[src/include/pwm_cutoff_defs.svh]
/*
  Constants of the two-channel PWM timer with forced cutoff.
  Assumes inclusion by bare name from the package and the design files.
*/
`ifndef PWM_CUTOFF_DEFS_SVH
`define PWM_CUTOFF_DEFS_SVH

`define CNT_W      16
`define PRESC_W    5
`define PIN_A0     0
`define PIN_B0     1
`define PIN_C0     2
`define PIN_D0     3
`define PIN_A1     4
`define PIN_B1     5
`define PIN_C1     6
`define PIN_D1     7
`define PINS_RST   8'h00
`define CNT_RST    16'h0000

`endif

[src/include/pwm_cutoff_pkg.sv]
/*
  Types of the two-channel PWM timer: operating mode and count source.
  Assumes pwm_cutoff_defs.svh is on the include path.
*/
`default_nettype none
`include "pwm_cutoff_defs.svh"

package pwm_cutoff_pkg;
  typedef enum logic [2:0] {
    MODE_TIMER,
    MODE_PWM,
    MODE_RSYNC,
    MODE_COMPL,
    MODE_THIRD
  } pwm_mode_e;

  typedef enum logic [2:0] {
    SRC_CLK,
    SRC_DIV2,
    SRC_DIV4,
    SRC_DIV8,
    SRC_DIV32,
    SRC_FAST_OSC,
    SRC_EXT
  } count_src_e;
endpackage

`default_nettype wire

[src/hw/pwm_channel.sv]
/*
  One timer channel: 16-bit counter that clears at general register A,
  or counts up to it and back to zero in triangle mode.
  Assumes a one-cycle count tick from the parent and synchronous inputs.
*/
`default_nettype none
`include "pwm_cutoff_defs.svh"

module pwm_channel
  import pwm_cutoff_pkg::*;
(
  input  wire logic              sys_clk_i,
  input  wire logic              nrst_i,
  input  wire logic              tick_i,
  input  wire logic              run_i,
  input  wire logic              updown_i,
  input  wire logic              stop_on_match_i,
  input  wire logic [`CNT_W-1:0] period_i,
  output logic      [`CNT_W-1:0] cnt_o,
  output logic                   match_a_o,
  output logic                   underflow_o
);
  typedef struct packed {
    logic [`CNT_W-1:0] cnt;
    logic              down;
    logic              stopped;
    logic              match_a;
    logic              udf;
  } chan_s;

  chan_s r, nxt;

  always_comb begin
    nxt         = r;
    nxt.match_a = 1'b0;
    nxt.udf     = 1'b0;
    if (!run_i) begin
      nxt.cnt     = `CNT_RST;
      nxt.down    = 1'b0;
      nxt.stopped = 1'b0;
    end else if (tick_i && !r.stopped) begin
      if (updown_i) begin
        if (!r.down) begin
          if (r.cnt >= period_i) begin
            nxt.down    = 1'b1;
            nxt.cnt     = r.cnt - `CNT_W'(1);
            nxt.match_a = 1'b1;
          end else begin
            nxt.cnt = r.cnt + `CNT_W'(1);
          end
        end else if (r.cnt == `CNT_RST) begin
          nxt.down = 1'b0;
          nxt.cnt  = r.cnt + `CNT_W'(1);
          nxt.udf  = 1'b1;
        end else begin
          nxt.cnt = r.cnt - `CNT_W'(1);
        end
      end else if (r.cnt == period_i) begin
        nxt.match_a = 1'b1;
        nxt.cnt     = `CNT_RST;
        // Stop holds until the channel is restarted
        nxt.stopped = stop_on_match_i;
      end else begin
        nxt.cnt = r.cnt + `CNT_W'(1);
      end
    end
  end

  always_ff @(posedge sys_clk_i or negedge nrst_i) begin
    if (!nrst_i) begin
      r <= '0;
    end else begin
      r <= nxt;
    end
  end

  assign cnt_o       = r.cnt;
  assign match_a_o   = r.match_a;
  assign underflow_o = r.udf;
endmodule

`default_nettype wire

[src/hw/pwm_cutoff_timer.sv]
/*
  Two-channel timer/PWM with selectable count source and forced cutoff.
  Assumes all inputs synchronous to sys_clk_i; software control bits
  arrive as plain ports; events leave as one-cycle pulses to the
  event link. Pin order: A0 B0 C0 D0 A1 B1 C1 D1 from bit 0 up.
*/
// Contract
// Timer, PWM, reset-sync, complementary, third variant modes
// Count source selectable; external clock barred in third
// Per channel stop or continue at match A
// Pin low keeps outputs cut off
// One event pulse gives one latched cutoff
// Software routes event link, sets both select bits
// Cutoff holds until software clears, pin high first
// Cutoff pin levels from per-pin cutoff state
// No direct A/D trigger; events only
// Complementary peak event from channel 0 match A
// Complementary trough event from channel 1 underflow
// Event outputs are single-clock pulses
`default_nettype none
`include "pwm_cutoff_defs.svh"

module pwm_cutoff_timer
  import pwm_cutoff_pkg::*;
(
  input  wire logic              sys_clk_i,
  input  wire logic              nrst_i,
  input  wire pwm_mode_e         mode_i,
  input  wire count_src_e        count_src_i,
  input  wire logic              fast_onchip_osc_clock_i,
  input  wire logic              external_count_clock_i,
  input  wire logic [1:0]        count_start_i,
  input  wire logic [1:0]        stop_on_match_i,
  input  wire logic [`CNT_W-1:0] general_reg_a0_i,
  input  wire logic [`CNT_W-1:0] general_reg_a1_i,
  input  wire logic [`CNT_W-1:0] general_reg_b0_i,
  input  wire logic [`CNT_W-1:0] general_reg_b1_i,
  input  wire logic              cutoff_pin_enable_i,
  input  wire logic              external_cutoff_input_i,
  input  wire logic              event_link_input_zero_i,
  input  wire logic              event_link_input_one_i,
  input  wire logic [1:0]        event_capture_select_i,
  input  wire logic [1:0]        event_cutoff_enable_i,
  input  wire logic              forced_cutoff_clear_i,
  input  wire logic [7:0]        cutoff_level_i,
  input  wire logic [7:0]        cutoff_drive_i,
  output logic      [7:0]        pwm_o,
  output logic      [7:0]        pwm_oe_o,
  output logic                   forced_cutoff_flag_o,
  output logic                   evt_peak_o,
  output logic                   evt_trough_o,
  output logic                   evt_match_a1_o
);
  typedef struct packed {
    logic [`PRESC_W-1:0] presc;
    logic                ext_q;
    logic [1:0]          tog;
    logic                flag;
    logic [7:0]          pins;
    logic [7:0]          oe;
    logic                peak;
    logic                trough;
    logic                cma1;
  } top_s;

  top_s r, nxt;

  logic              tick;
  logic              updown;
  logic              run1;
  logic              ext_edge;
  logic              cut_set;
  logic [`CNT_W-1:0] period1;
  logic [`CNT_W-1:0] cnt0;
  logic [`CNT_W-1:0] cnt1;
  logic              ma0;
  logic              ma1;
  logic              udf0;
  logic              udf1;

  assign updown  = (mode_i == MODE_COMPL);
  // Channel 1 tracks channel 0 in the paired modes
  assign run1    = (mode_i == MODE_COMPL || mode_i == MODE_RSYNC)
                   ? count_start_i[0] : count_start_i[1];
  assign period1 = updown ? general_reg_a0_i : general_reg_a1_i;
  assign ext_edge = external_count_clock_i && !r.ext_q;

  always_comb begin
    unique case (count_src_i)
      SRC_CLK:      tick = 1'b1;
      SRC_DIV2:     tick = r.presc[0];
      SRC_DIV4:     tick = &r.presc[1:0];
      SRC_DIV8:     tick = &r.presc[2:0];
      SRC_DIV32:    tick = &r.presc[4:0];
      SRC_FAST_OSC: tick = fast_onchip_osc_clock_i;
      SRC_EXT:      tick = ext_edge && (mode_i != MODE_THIRD);
      default:      tick = 1'b0;
    endcase
  end

  pwm_channel u_ch0 (
    .sys_clk_i       (sys_clk_i),
    .nrst_i          (nrst_i),
    .tick_i          (tick),
    .run_i           (count_start_i[0]),
    .updown_i        (updown),
    .stop_on_match_i (stop_on_match_i[0]),
    .period_i        (general_reg_a0_i),
    .cnt_o           (cnt0),
    .match_a_o       (ma0),
    .underflow_o     (udf0)
  );

  pwm_channel u_ch1 (
    .sys_clk_i       (sys_clk_i),
    .nrst_i          (nrst_i),
    .tick_i          (tick),
    .run_i           (run1),
    .updown_i        (updown),
    .stop_on_match_i (stop_on_match_i[1]),
    .period_i        (period1),
    .cnt_o           (cnt1),
    .match_a_o       (ma1),
    .underflow_o     (udf1)
  );

  // Pin low is a level source; event sources latch once
  assign cut_set =
      (cutoff_pin_enable_i && !external_cutoff_input_i) ||
      (event_link_input_zero_i && event_capture_select_i[0]
       && event_cutoff_enable_i[0]) ||
      (event_link_input_one_i && event_capture_select_i[1]
       && event_cutoff_enable_i[1]);

  always_comb begin
    nxt       = r;
    nxt.presc = r.presc + `PRESC_W'(1);
    nxt.ext_q = external_count_clock_i;
    // Set wins over clear, so a held-low pin defeats the clear
    if (cut_set) begin
      nxt.flag = 1'b1;
    end else if (forced_cutoff_clear_i) begin
      nxt.flag = 1'b0;
    end
    if (ma0) begin
      nxt.tog[0] = !r.tog[0];
    end
    if (ma1) begin
      nxt.tog[1] = !r.tog[1];
    end
    nxt.pins = `PINS_RST;
    nxt.oe   = 8'hff;
    unique case (mode_i)
      MODE_TIMER: begin
        nxt.pins[`PIN_A0] = r.tog[0];
        nxt.pins[`PIN_B0] = (cnt0 >= general_reg_b0_i);
        nxt.pins[`PIN_A1] = r.tog[1];
        nxt.pins[`PIN_B1] = (cnt1 >= general_reg_b1_i);
      end
      MODE_PWM: begin
        nxt.pins[`PIN_B0] = (cnt0 < general_reg_b0_i);
        nxt.pins[`PIN_B1] = (cnt1 < general_reg_b1_i);
      end
      MODE_RSYNC, MODE_COMPL: begin
        nxt.pins[`PIN_A0] = r.tog[0];
        nxt.pins[`PIN_B0] = (cnt0 < general_reg_b0_i);
        nxt.pins[`PIN_D0] = !(cnt0 < general_reg_b0_i);
        nxt.pins[`PIN_B1] = (cnt1 < general_reg_b1_i);
        nxt.pins[`PIN_D1] = !(cnt1 < general_reg_b1_i);
      end
      MODE_THIRD: begin
        nxt.pins[`PIN_A0] = (cnt0 >= general_reg_b0_i)
                            && (cnt0 < general_reg_a1_i);
        nxt.pins[`PIN_B0] = (cnt0 >= general_reg_b1_i);
      end
      default: begin
        nxt.oe = 8'h00;
      end
    endcase
    // Cutoff levels come from the per-pin cutoff state
    if (nxt.flag) begin
      nxt.pins = cutoff_level_i;
      nxt.oe   = cutoff_drive_i;
    end
    // A/D start exists only by routing these through the event link
    nxt.peak   = ma0 && updown;
    nxt.trough = udf1 && updown;
    nxt.cma1   = ma1 && !updown;
  end

  always_ff @(posedge sys_clk_i or negedge nrst_i) begin
    if (!nrst_i) begin
      r <= '0;
    end else begin
      r <= nxt;
    end
  end

  assign pwm_o                = r.pins;
  assign pwm_oe_o             = r.oe;
  assign forced_cutoff_flag_o = r.flag;
  assign evt_peak_o           = r.peak;
  assign evt_trough_o         = r.trough;
  assign evt_match_a1_o       = r.cma1;

  property p_pin_hold;
    @(posedge sys_clk_i) disable iff (!nrst_i)
    (cutoff_pin_enable_i && !external_cutoff_input_i)
      |=> forced_cutoff_flag_o;
  endproperty
  a_pin_hold: assert property (p_pin_hold)
    else $error("cutoff not held while pin low");

  property p_evt_cut;
    @(posedge sys_clk_i) disable iff (!nrst_i)
    (event_link_input_zero_i && event_capture_select_i[0]
     && event_cutoff_enable_i[0])
      |=> forced_cutoff_flag_o;
  endproperty
  a_evt_cut: assert property (p_evt_cut)
    else $error("event did not cut off outputs");

  property p_flag_stays;
    @(posedge sys_clk_i) disable iff (!nrst_i)
    (forced_cutoff_flag_o && !forced_cutoff_clear_i)
      |=> forced_cutoff_flag_o;
  endproperty
  a_flag_stays: assert property (p_flag_stays)
    else $error("cutoff released without clear");

  property p_clear;
    @(posedge sys_clk_i) disable iff (!nrst_i)
    (forced_cutoff_clear_i && !cut_set) |=> !forced_cutoff_flag_o;
  endproperty
  a_clear: assert property (p_clear)
    else $error("clear did not release cutoff");

  property p_cut_level;
    @(posedge sys_clk_i) disable iff (!nrst_i)
    forced_cutoff_flag_o |-> (pwm_o == $past(cutoff_level_i))
                             && (pwm_oe_o == $past(cutoff_drive_i));
  endproperty
  a_cut_level: assert property (p_cut_level)
    else $error("cutoff pin level wrong");

  property p_no_ext_third;
    @(posedge sys_clk_i) disable iff (!nrst_i)
    (mode_i == MODE_THIRD && count_src_i == SRC_EXT) |-> !tick;
  endproperty
  a_no_ext_third: assert property (p_no_ext_third)
    else $error("external clock counted in third variant");

  property p_stop;
    @(posedge sys_clk_i) disable iff (!nrst_i)
    (ma0 && !updown && stop_on_match_i[0] && count_start_i[0])
      |=> ($stable(cnt0) || !count_start_i[0]);
  endproperty
  a_stop: assert property (p_stop)
    else $error("counter ran after stop at match");

  property p_peak;
    @(posedge sys_clk_i) disable iff (!nrst_i)
    evt_peak_o |-> $past(ma0) && $past(mode_i) == MODE_COMPL;
  endproperty
  a_peak: assert property (p_peak)
    else $error("peak event without channel 0 match");

  property p_trough;
    @(posedge sys_clk_i) disable iff (!nrst_i)
    evt_trough_o |-> $past(udf1) && $past(mode_i) == MODE_COMPL;
  endproperty
  a_trough: assert property (p_trough)
    else $error("trough event without channel 1 underflow");

  property p_pulse;
    @(posedge sys_clk_i) disable iff (!nrst_i)
    (evt_peak_o || evt_trough_o) |=> !(evt_peak_o || evt_trough_o);
  endproperty
  a_pulse: assert property (p_pulse)
    else $error("event longer than one cycle");

  property p_compl_pair;
    @(posedge sys_clk_i) disable iff (!nrst_i)
    (!forced_cutoff_flag_o && $past(mode_i) == MODE_COMPL)
      |-> pwm_o[`PIN_D0] == !pwm_o[`PIN_B0];
  endproperty
  a_compl_pair: assert property (p_compl_pair)
    else $error("complementary pair not inverse");
endmodule

`default_nettype wire

[config.mk]
export PLATFORM = sky130hd
export DESIGN_NAME = pwm_cutoff_timer
export DESIGN_NICKNAME = d
export VERILOG_FILES = /design/src/include/pwm_cutoff_pkg.sv /design/src/hw/pwm_channel.sv /design/src/hw/pwm_cutoff_timer.sv
export VERILOG_INCLUDE_DIRS = /design/src /design/src/include
export SDC_FILE = /design/constraint.sdc
export NUM_CORES = 1
export LEC_CHECK = 0
export ABC_AREA = 0
export BUFFER_PORTS_ARGS = -buffer_cell sky130_fd_sc_hd__buf_2
export CAP_MARGIN = 20
export CORE_MARGIN = 3
export CORE_UTILIZATION = 30
export DETAILED_ROUTE_END_ITERATION = 6
export PLACE_DENSITY = 0.59
export SYNTH_ARGS = -nofsm -noshare
export SYNTH_HDL_FRONTEND = slang
export SYNTH_SLANG_ARGS = --single-unit
[constraint.sdc]
create_clock -name sys_clk_i -period 5.5 [get_ports sys_clk_i]
set_input_delay 0 -clock sys_clk_i [delete_from_list [all_inputs] [get_ports sys_clk_i]]
set_output_delay 0 -clock sys_clk_i [all_outputs]
set_load 0.02 [all_outputs]
==> impl_metrics.py, run 1 <==
metrics = {
    "die": {
        "core_um2": 21500,
        "pin_count": 123,
        "rows": 53,
        "die_x_um": 155,
        "fp.dieH_um": 155,
        "initial_core_util_pct": 31.1,
        "die_area_um2": 24100,
    },
    "setup_path": {
        "crit_type": "in2reg",
        "crit_chain": "dlygate4sd3_1, buf_2, nor2b_1, nand2_1, buf_4, nor2_1, a21oi_1, ha_1, nand4_1, nor4_1, nand2_1, nand4_1, nor3_1, a221oi_1, a31oi_1",
        "slowest_delay_ns": 0.71,
        "cp_slowest_cell": "nor4_1",
        "end_kind": "register",
        "critPathRequiredTime_ns": 5.71,
        "start_kind": "primary input",
        "arrival_ns": 4.57,
        "reg2reg_depth": 10,
        "crit_fanout": 33,
    },
    "routing": {
        "ant_nets": 0,
        "wl_per_cell_um": 18.0,
        "vias": 6607,
        "wl_um": 21700,
        "drt_first_pass_iters": 5,
        "drc": 0,
        "drtIter0Drc": 564,
        "vias_per_cell": 5.50,
    },
    "pwr": {
        "p_leak_uw": 0.00404,
        "max-vdd-ir-drop_mv": 0.136,
        "p_per_area_nw_per_um2": 206,
    },
    "min_path": {
        "hold_depth": 3,
        "min_path_type": "in2reg",
    },
    "synthesis": {
        "yosys_register_bits": 67,
        "synthTopCellsByArea": "dfrtp_1 25%, ha_1 19%, inv_1 4.9%, a21oi_1 4.6%, nor2_1 2.9%",
        "avgSynthCellArea_um2": 8.28,
        "ys_types": 73,
        "netlist_instances": 808,
        "ys.flop_type": "dfrtp_1",
        "synth_most_common_cell": "ha_1",
        "synth_area_um2": 6690,
        "yosysWarningCount": 0,
        "synth_seq_area_share_pct": 25.1,
        "yosys-top-cells-count": "103 x ha_1, 88 x inv_1, 67 x dfrtp_1, 62 x a21oi_1, 52 x nor2_1",
        "synth-edff-count": 0,
        "async_reset_ff_share_pct": 100,
        "synth_top_cell_area_share_pct": 25.1,
        "synth_area_leader_cell": "dfrtp_1",
        "syn_nets": 1014,
    },
    "grt": {
        "overflow": 0,
        "grt_max_degree": 68,
        "grt_pass1_wl_um": 33600,
        "grt_use_total_pct": 17.6,
        "grt_pass1_vias": 6154,
        "antenna_found_initial": 0,
    },
    "clock_tree": {
        "cts_made_buffers": 9,
        "cts-root-buf": "clkbuf_16",
        "hold_buffers": 19,
        "cts_sinks": 67,
        "cts_resized": 0,
        "worst_skew_pair.late_latency_ns": 0.35,
        "cts_buffer_depth": 2,
        "cts.htree.levels": 3,
        "cts_tree": "done",
        "post_cts_buffers": 0,
        "cts.clk_slew.worst_paths_ns": 0.07,
    },
    "timing": {
        "maxSlewHeadroom_pct": 26.3,
        "drv_slew": 0,
        "setup_tns_ns": 0,
        "period_share_pct": 79.3,
        "clock_skew_ns": 0.00774,
        "fin_crit_ns": 4.36,
        "worst_pin_slew_ns": 1.10,
        "rsz0062_at_grt": "false",
        "fmax_mhz": 229,
        "finalHoldViolCount": 0,
        "setup_viol": 0,
    },
    "finish": {
        "drive_above_1_share_pct": 16.7,
        "nets": 1127,
        "postLayoutCoreUtil_pct": 37.0,
        "area_delta_synth_final_pct": 18.9,
        "antenna_cells": 0,
    },
    "run_status": {
        "outcome": "complete, no violations",
    },
    "place": {
        "portBuffers": 122,
        "dp_hpwl_um": 16700,
        "gp_congestion": 0.897,
    },
    "run": {
        "drv_cap": 0,
    },
}
power by group:
group	internal, uW	total [uW]	switching (uW)
Sequential	517	556	38.9
Combinational	168	412	244
Clock	406	670	265
Total	1090	1640	547
logic make-up (layout without fill, tap and decap cells):
kind of cell,Yosys count,after routing,share of synthesized area [%]
buf+inv,131,249,8.55
xor+xnor,5,5,0.655
fa+ha+maj,103,103,19.3
compound gates,236,236,24.2
simple gates,261,261,21.5
flops,67,67,25.1
mux,5,5,0.767
per-stage QoR:
stage / instances / power (uW) / cell area [um2] / hold WS (ns) / setup slack [ns]
2_1_floorplan: 808 / 829 / 6690 / -0.296 / 2.29
3_3_place_gp: 1164 / 955 / 7420 / 0.121 / 1.68
3_5_place_dp: 1164 / 960 / 7420 / 0.128 / 1.45
4_1_cts: 1199 / 1640 / 7940 / 0.0110 / 1.24
5_1_grt: 1201 / 1720 / 7950 / 0.0379 / 0.700
6_report: 1201 / 1640 / 7950 / 0.0217 / 1.14
cell type report:
type	count	area (um2)
clock buffers	9	225
clock inverters	7	104
fillers	2226	13500
inverters	88	330
multi-input cells	610	4440
flip-flops and latches	67	1680
well taps	275	344
repair buffers	145	828
state kept, by name, summed over array words and instances (netlist names):
register and flops:
evt_match_a1_o 1, u_ch0.r 2, evt_trough_o 1, forced_cutoff_flag_o 1, u_ch1.r 2, u_ch1.cnt_o 16, u_ch1.match_a_o 1, u_ch0.cnt_o 16
r 8, evt_peak_o 1, pwm_oe_o 8, u_ch1.underflow_o 1, pwm_o 8, u_ch0.match_a_o 1
worst paths after layout:
check	from	endpoint	slack, ns
max	mode_i[2]	u_ch1.cnt_o[8]	1.14
min	mode_i[1]	pwm_o[5]	0.02
max reg2reg	r[23]	u_ch1.cnt_o[8]	2.03
min reg2reg	r[20]	r[20]	0.46
max in group asynchronous	nrst_i	u_ch1.cnt_o[0]	4.46
min in group asynchronous	nrst_i	u_ch0.cnt_o[10]	0.40
critical path, delay by kind of cell:
family          cells  cell delay [ns]
buf+inv             3             1.04
compound gates      3             0.51
simple gates        8             2.70
fa+ha+maj           1             0.32
metal layers:
layer,GRT usage (%),part of all wire (%),vias to the layer above
li1,-,-,3207
met1,26.9,49,3071
met2,24.8,40,308
met3,3.92,9.1,21
met4,4.67,1.5,0
met5,0,0,-
cells in the final DEF (no fill, tap or decap), types with 5 or more instances in the layout:
| master | netlist | routed |
|---|---|---|
| a211o_1 | 7 | 7 |
| a211oi_1 | 7 | 7 |
| a21o_1 | 24 | 24 |
| a21oi_1 | 62 | 62 |
| a221oi_1 | 6 | 6 |
| a2bb2oi_1 | 6 | 6 |
| a31oi_1 | 8 | 7 |
| and2_1 | 13 | 13 |
| and3_1 | 17 | 17 |
| and4_1 | 9 | 9 |
| buf_2 | 4 | 122 |
| clkbuf_16 | 0 | 9 |
| dfrtp_1 | 67 | 67 |
| dlygate4sd3_1 | 0 | 19 |
| ha_1 | 103 | 103 |
| inv_1 | 88 | 88 |
| inv_6 | 0 | 5 |
| nand2_1 | 37 | 37 |
| nand2b_1 | 8 | 8 |
| nand3_1 | 28 | 28 |
| nand4_1 | 24 | 24 |
| nor2_1 | 52 | 52 |
| nor2b_1 | 11 | 11 |
| nor3_1 | 15 | 15 |
| nor3b_1 | 5 | 5 |
| nor4_1 | 8 | 8 |
| o2111ai_1 | 10 | 10 |
| o211ai_1 | 12 | 12 |
| o21a_1 | 18 | 18 |
| o21ai_0 | 34 | 34 |
| o21bai_1 | 5 | 5 |
| or3_1 | 13 | 13 |
| or4_1 | 6 | 6 |
Note: power is estimated with default switching activity, not from simulation.
==> run 2, diff against run 1 <==
--- a/config.mk
+++ b/config.mk
@@ -6,7 +6,7 @@
 export SDC_FILE = /design/constraint.sdc
 export NUM_CORES = 1
 export LEC_CHECK = 0
-export ABC_AREA = 0
+export ABC_AREA = 1
 export BUFFER_PORTS_ARGS = -buffer_cell sky130_fd_sc_hd__buf_2
 export CAP_MARGIN = 20
 export CORE_MARGIN = 3
==> constraint.sdc (replaced) <==
create_clock -name sys_clk_i -period 4.2 [get_ports sys_clk_i]
set_input_delay 0 -clock sys_clk_i [delete_from_list [all_inputs] [get_ports sys_clk_i]]
set_output_delay 0 -clock sys_clk_i [all_outputs]
set_load 0.02 [all_outputs]
==> run 2 against run 1 <==
  * Sequential share of layout area fell by 1.8 points
  * Hold slack improved by 0.0098 ns
  * Clock-buffer cell count rose by 3
  * Non-clock buffer count did not move
  * Cell area rose by 9.5%
  * Cell count rose by 28%
  * Synthesized area rose by 12%
  * Sequential power rose by 23%
  * Largest power group unchanged
  * Highest routed layer unchanged
==> impl_metrics.py, run 2 <==
metrics = {
    "run_status": {
        "outcome": "complete, no violations",
    },
    "synthesis": {
        "avgSynthCellArea_um2": 6.84,
        "synth_top_family_by_area": "simple AND/OR/NAND/NOR gates",
        "yosys-mux-area-fraction_pct": 0,
        "synth_area_leader_cell": "dfrtp_1",
        "synth-compound-area-share_pct": 7.56,
        "syn_nets": 1302,
        "synth_top_cell_area_share_pct": 22.4,
        "yosysWarningCount": 0,
        "yosys_register_bits": 67,
        "synth_area_um2": 7500,
        "synth_most_common_cell": "nand2_1",
        "ys.flop_type": "dfrtp_1",
        "synthXorXnorAreaFrac_pct": 6.19,
        "synthSimpleGateAreaFrac_pct": 33.9,
        "async_reset_ff_share_pct": 100,
        "yosys-top-cells-count": "304 x nand2_1, 156 x inv_1, 103 x ha_1, 80 x nand3_1, 76 x nor2_1",
        "netlist_instances": 1096,
        "synth_seq_area_share_pct": 22.4,
        "synthAdderAreaFrac_pct": 17.2,
        "ys_types": 41,
        "synth-edff-count": 0,
        "synthTopCellsByArea": "dfrtp_1 22%, ha_1 17%, nand2_1 15%, inv_1 7.8%, xor2_1 5.8%",
    },
    "timing": {
        "rsz0062_at_grt": "false",
        "setup_tns_ns": 0,
        "maxSlewHeadroom_pct": 30.8,
        "clock_skew_ns": 0.0120,
        "finalHoldViolCount": 0,
        "setup_viol": 0,
        "period_share_pct": 65.6,
        "fmax_mhz": 363,
        "worst_pin_slew_ns": 1.04,
        "drv_slew": 0,
        "fin_crit_ns": 2.75,
    },
    "finish": {
        "area_delta_synth_final_pct": 16.0,
        "final_cell_mix": "304 x nand2_1, 156 x inv_1, 122 x buf_2",
        "drive_above_1_share_pct": 16.0,
        "nets": 1410,
        "antenna_cells": 0,
        "nFillCells": 2629,
        "layout_commonest_cell": "nand2_1",
    },
    "clock_tree": {
        "cts.htree.levels": 3,
        "cts.clk_slew.worst_paths_ns": 0.06,
        "worst_skew_pair.late_latency_ns": 0.35,
        "cts_resized": 0,
        "cts_tree": "done",
        "cts_buffer_depth": 2,
        "cts-root-buf": "clkbuf_16",
        "cts_made_buffers": 9,
        "cts_sinks": 67,
    },
    "die": {
        "initial_core_util_pct": 30.7,
        "core_um2": 24500,
        "pin_count": 123,
        "die_x_um": 164,
        "fp.dieH_um": 164,
        "rows": 57,
        "die_area_um2": 26900,
    },
    "routing": {
        "vias": 7201,
        "wl_per_cell_um": 14.5,
        "vias_per_cell": 4.70,
        "wl_um": 22200,
        "drtIter0Drc": 454,
        "drt_first_pass_iters": 4,
        "ant_nets": 0,
        "drc": 0,
    },
    "grt": {
        "grt_pass1_wl_um": 35500,
        "overflow": 0,
        "grt_use_total_pct": 16.7,
        "antenna_found_initial": 0,
        "grt_pass1_vias": 6828,
        "grt_max_degree": 40,
    },
    "min_path": {
        "min_path_type": "in2reg",
        "hold_start": "count_start_i[0]",
    },
    "setup_path": {
        "critPathRequiredTime_ns": 4.43,
        "arrival_ns": 2.98,
        "crit_fanout": 16,
        "crit_type": "reg2reg",
        "r2r-start": "u_ch0.cnt_o[10]",
        "start_kind": "register",
        "end_kind": "register",
        "crit_start": "u_ch0.cnt_o[10]",
    },
    "run": {
        "drv_cap": 0,
    },
    "pwr": {
        "max-vdd-ir-drop_mv": 0.183,
        "p_per_area_nw_per_um2": 223,
        "p_total_uw": 1940,
        "p_leak_uw": 0.00510,
    },
    "place": {
        "gp_congestion": 0.915,
        "portBuffers": 122,
        "dp_hpwl_um": 17600,
    },
}
==> run 2: cell count changes after synthesis, moves of 12 or more <==
| cell | delta |
|---|---|
| o21a_1 | -16 |
| xor2_1 | +48 |
| nand3_1 | +52 |
| and2_1 | -12 |
| and3_1 | -16 |
| a21oi_1 | -15 |
| nor2_1 | +24 |
| inv_1 | +68 |
| or3_1 | -13 |
| nand3_2 | +14 |
| a21o_1 | -21 |
| nand2_1 | +267 |
| o211ai_1 | -12 |
==> run 2: critical path, cell delays in order, from the launching register on <==
cell     delay, ns
dfrtp_1       0.80
ha_1          0.36
nand2_1       0.08
nor2_1        0.05
nand2_1       0.10
o21ai_1       0.08
nor2_1        0.20
nand3_2       0.38
nand3_4       0.35
nand2_1       0.09
nand3_1       0.08
nand2_1       0.06
==> run 2: cells by family (layout without fill, tap and decap cells) <==
family,count (synthesis),count (layout)
flops,67,67
simple gates,554,554
buf+inv,212,325
fa+ha+maj,103,103
compound gates,107,107
xor+xnor,53,53
==> run 2: metrics by stage <==
| step | area [um2] | hold WS (ns) | utilization [%] | setup slack (ns) | instances |
|---|---|---|---|---|---|
| floorplan | 7500 | -0.296 | - | 1.87 | 1096 |
| global placement | 8200 | 0.131 | 33.5 | 1.27 | 1498 |
| detailed placement | 8200 | 0.128 | 33.5 | 1.14 | 1498 |
| CTS | 8700 | 0.0266 | 35.6 | 1.49 | 1533 |
| global route | 8700 | 0.0467 | 35.6 | 1.08 | 1533 |
| finish | 8700 | 0.0315 | 35.6 | 1.45 | 1533 |
==> run 2: where the power goes <==
group	internal, uW	switching [uW]	total [uW]
clock network	507	309	816
logic	165	278	443
registers	669	14.3	683
==> run 2: metal layers <==
layer,track usage (%),vias to the layer above,part of all wire [%]
li1,-,3724,-
met2,26.0,201,42
met4,4.42,0,1.4
met1,24.2,3258,51
met3,1.99,18,5.8
met5,0,-,0
==> run 2: cell type report <==
type	count	area, um2	area share, %
clock buffer	12	267	3.06
clock inverter	4	47.5	0.546
inverter	164	617	7.09
multi-input combinational	817	4860	55.8
sequential	67	1680	19.3
tap	324	405	4.66
timing repair buffer	145	831	9.54
==> run 2: worst paths after layout <==
check	endpoint	slack [ns]	cells past startpoint
setup / recovery	u_ch0.cnt_o[14]	1.45	11
hold / removal	u_ch0.r[3]	0.03	3
setup reg to reg	u_ch0.cnt_o[14]	1.45	11
hold reg to reg	r[21]	0.45	1
max in group asynchronous	r[23]	2.94	3
min in group asynchronous	u_ch1.cnt_o[7]	0.28	2
==> run 2: timing repair <==
| item | 4_1_cts | 5_1_grt |
|---|---|---|
| setup endpoints to repair | 0 | 0 |
| hold endpoints to repair | 52 | 0 |
| hold buffers | 19 | 0 |
| buffers inserted | 0 | 0 |
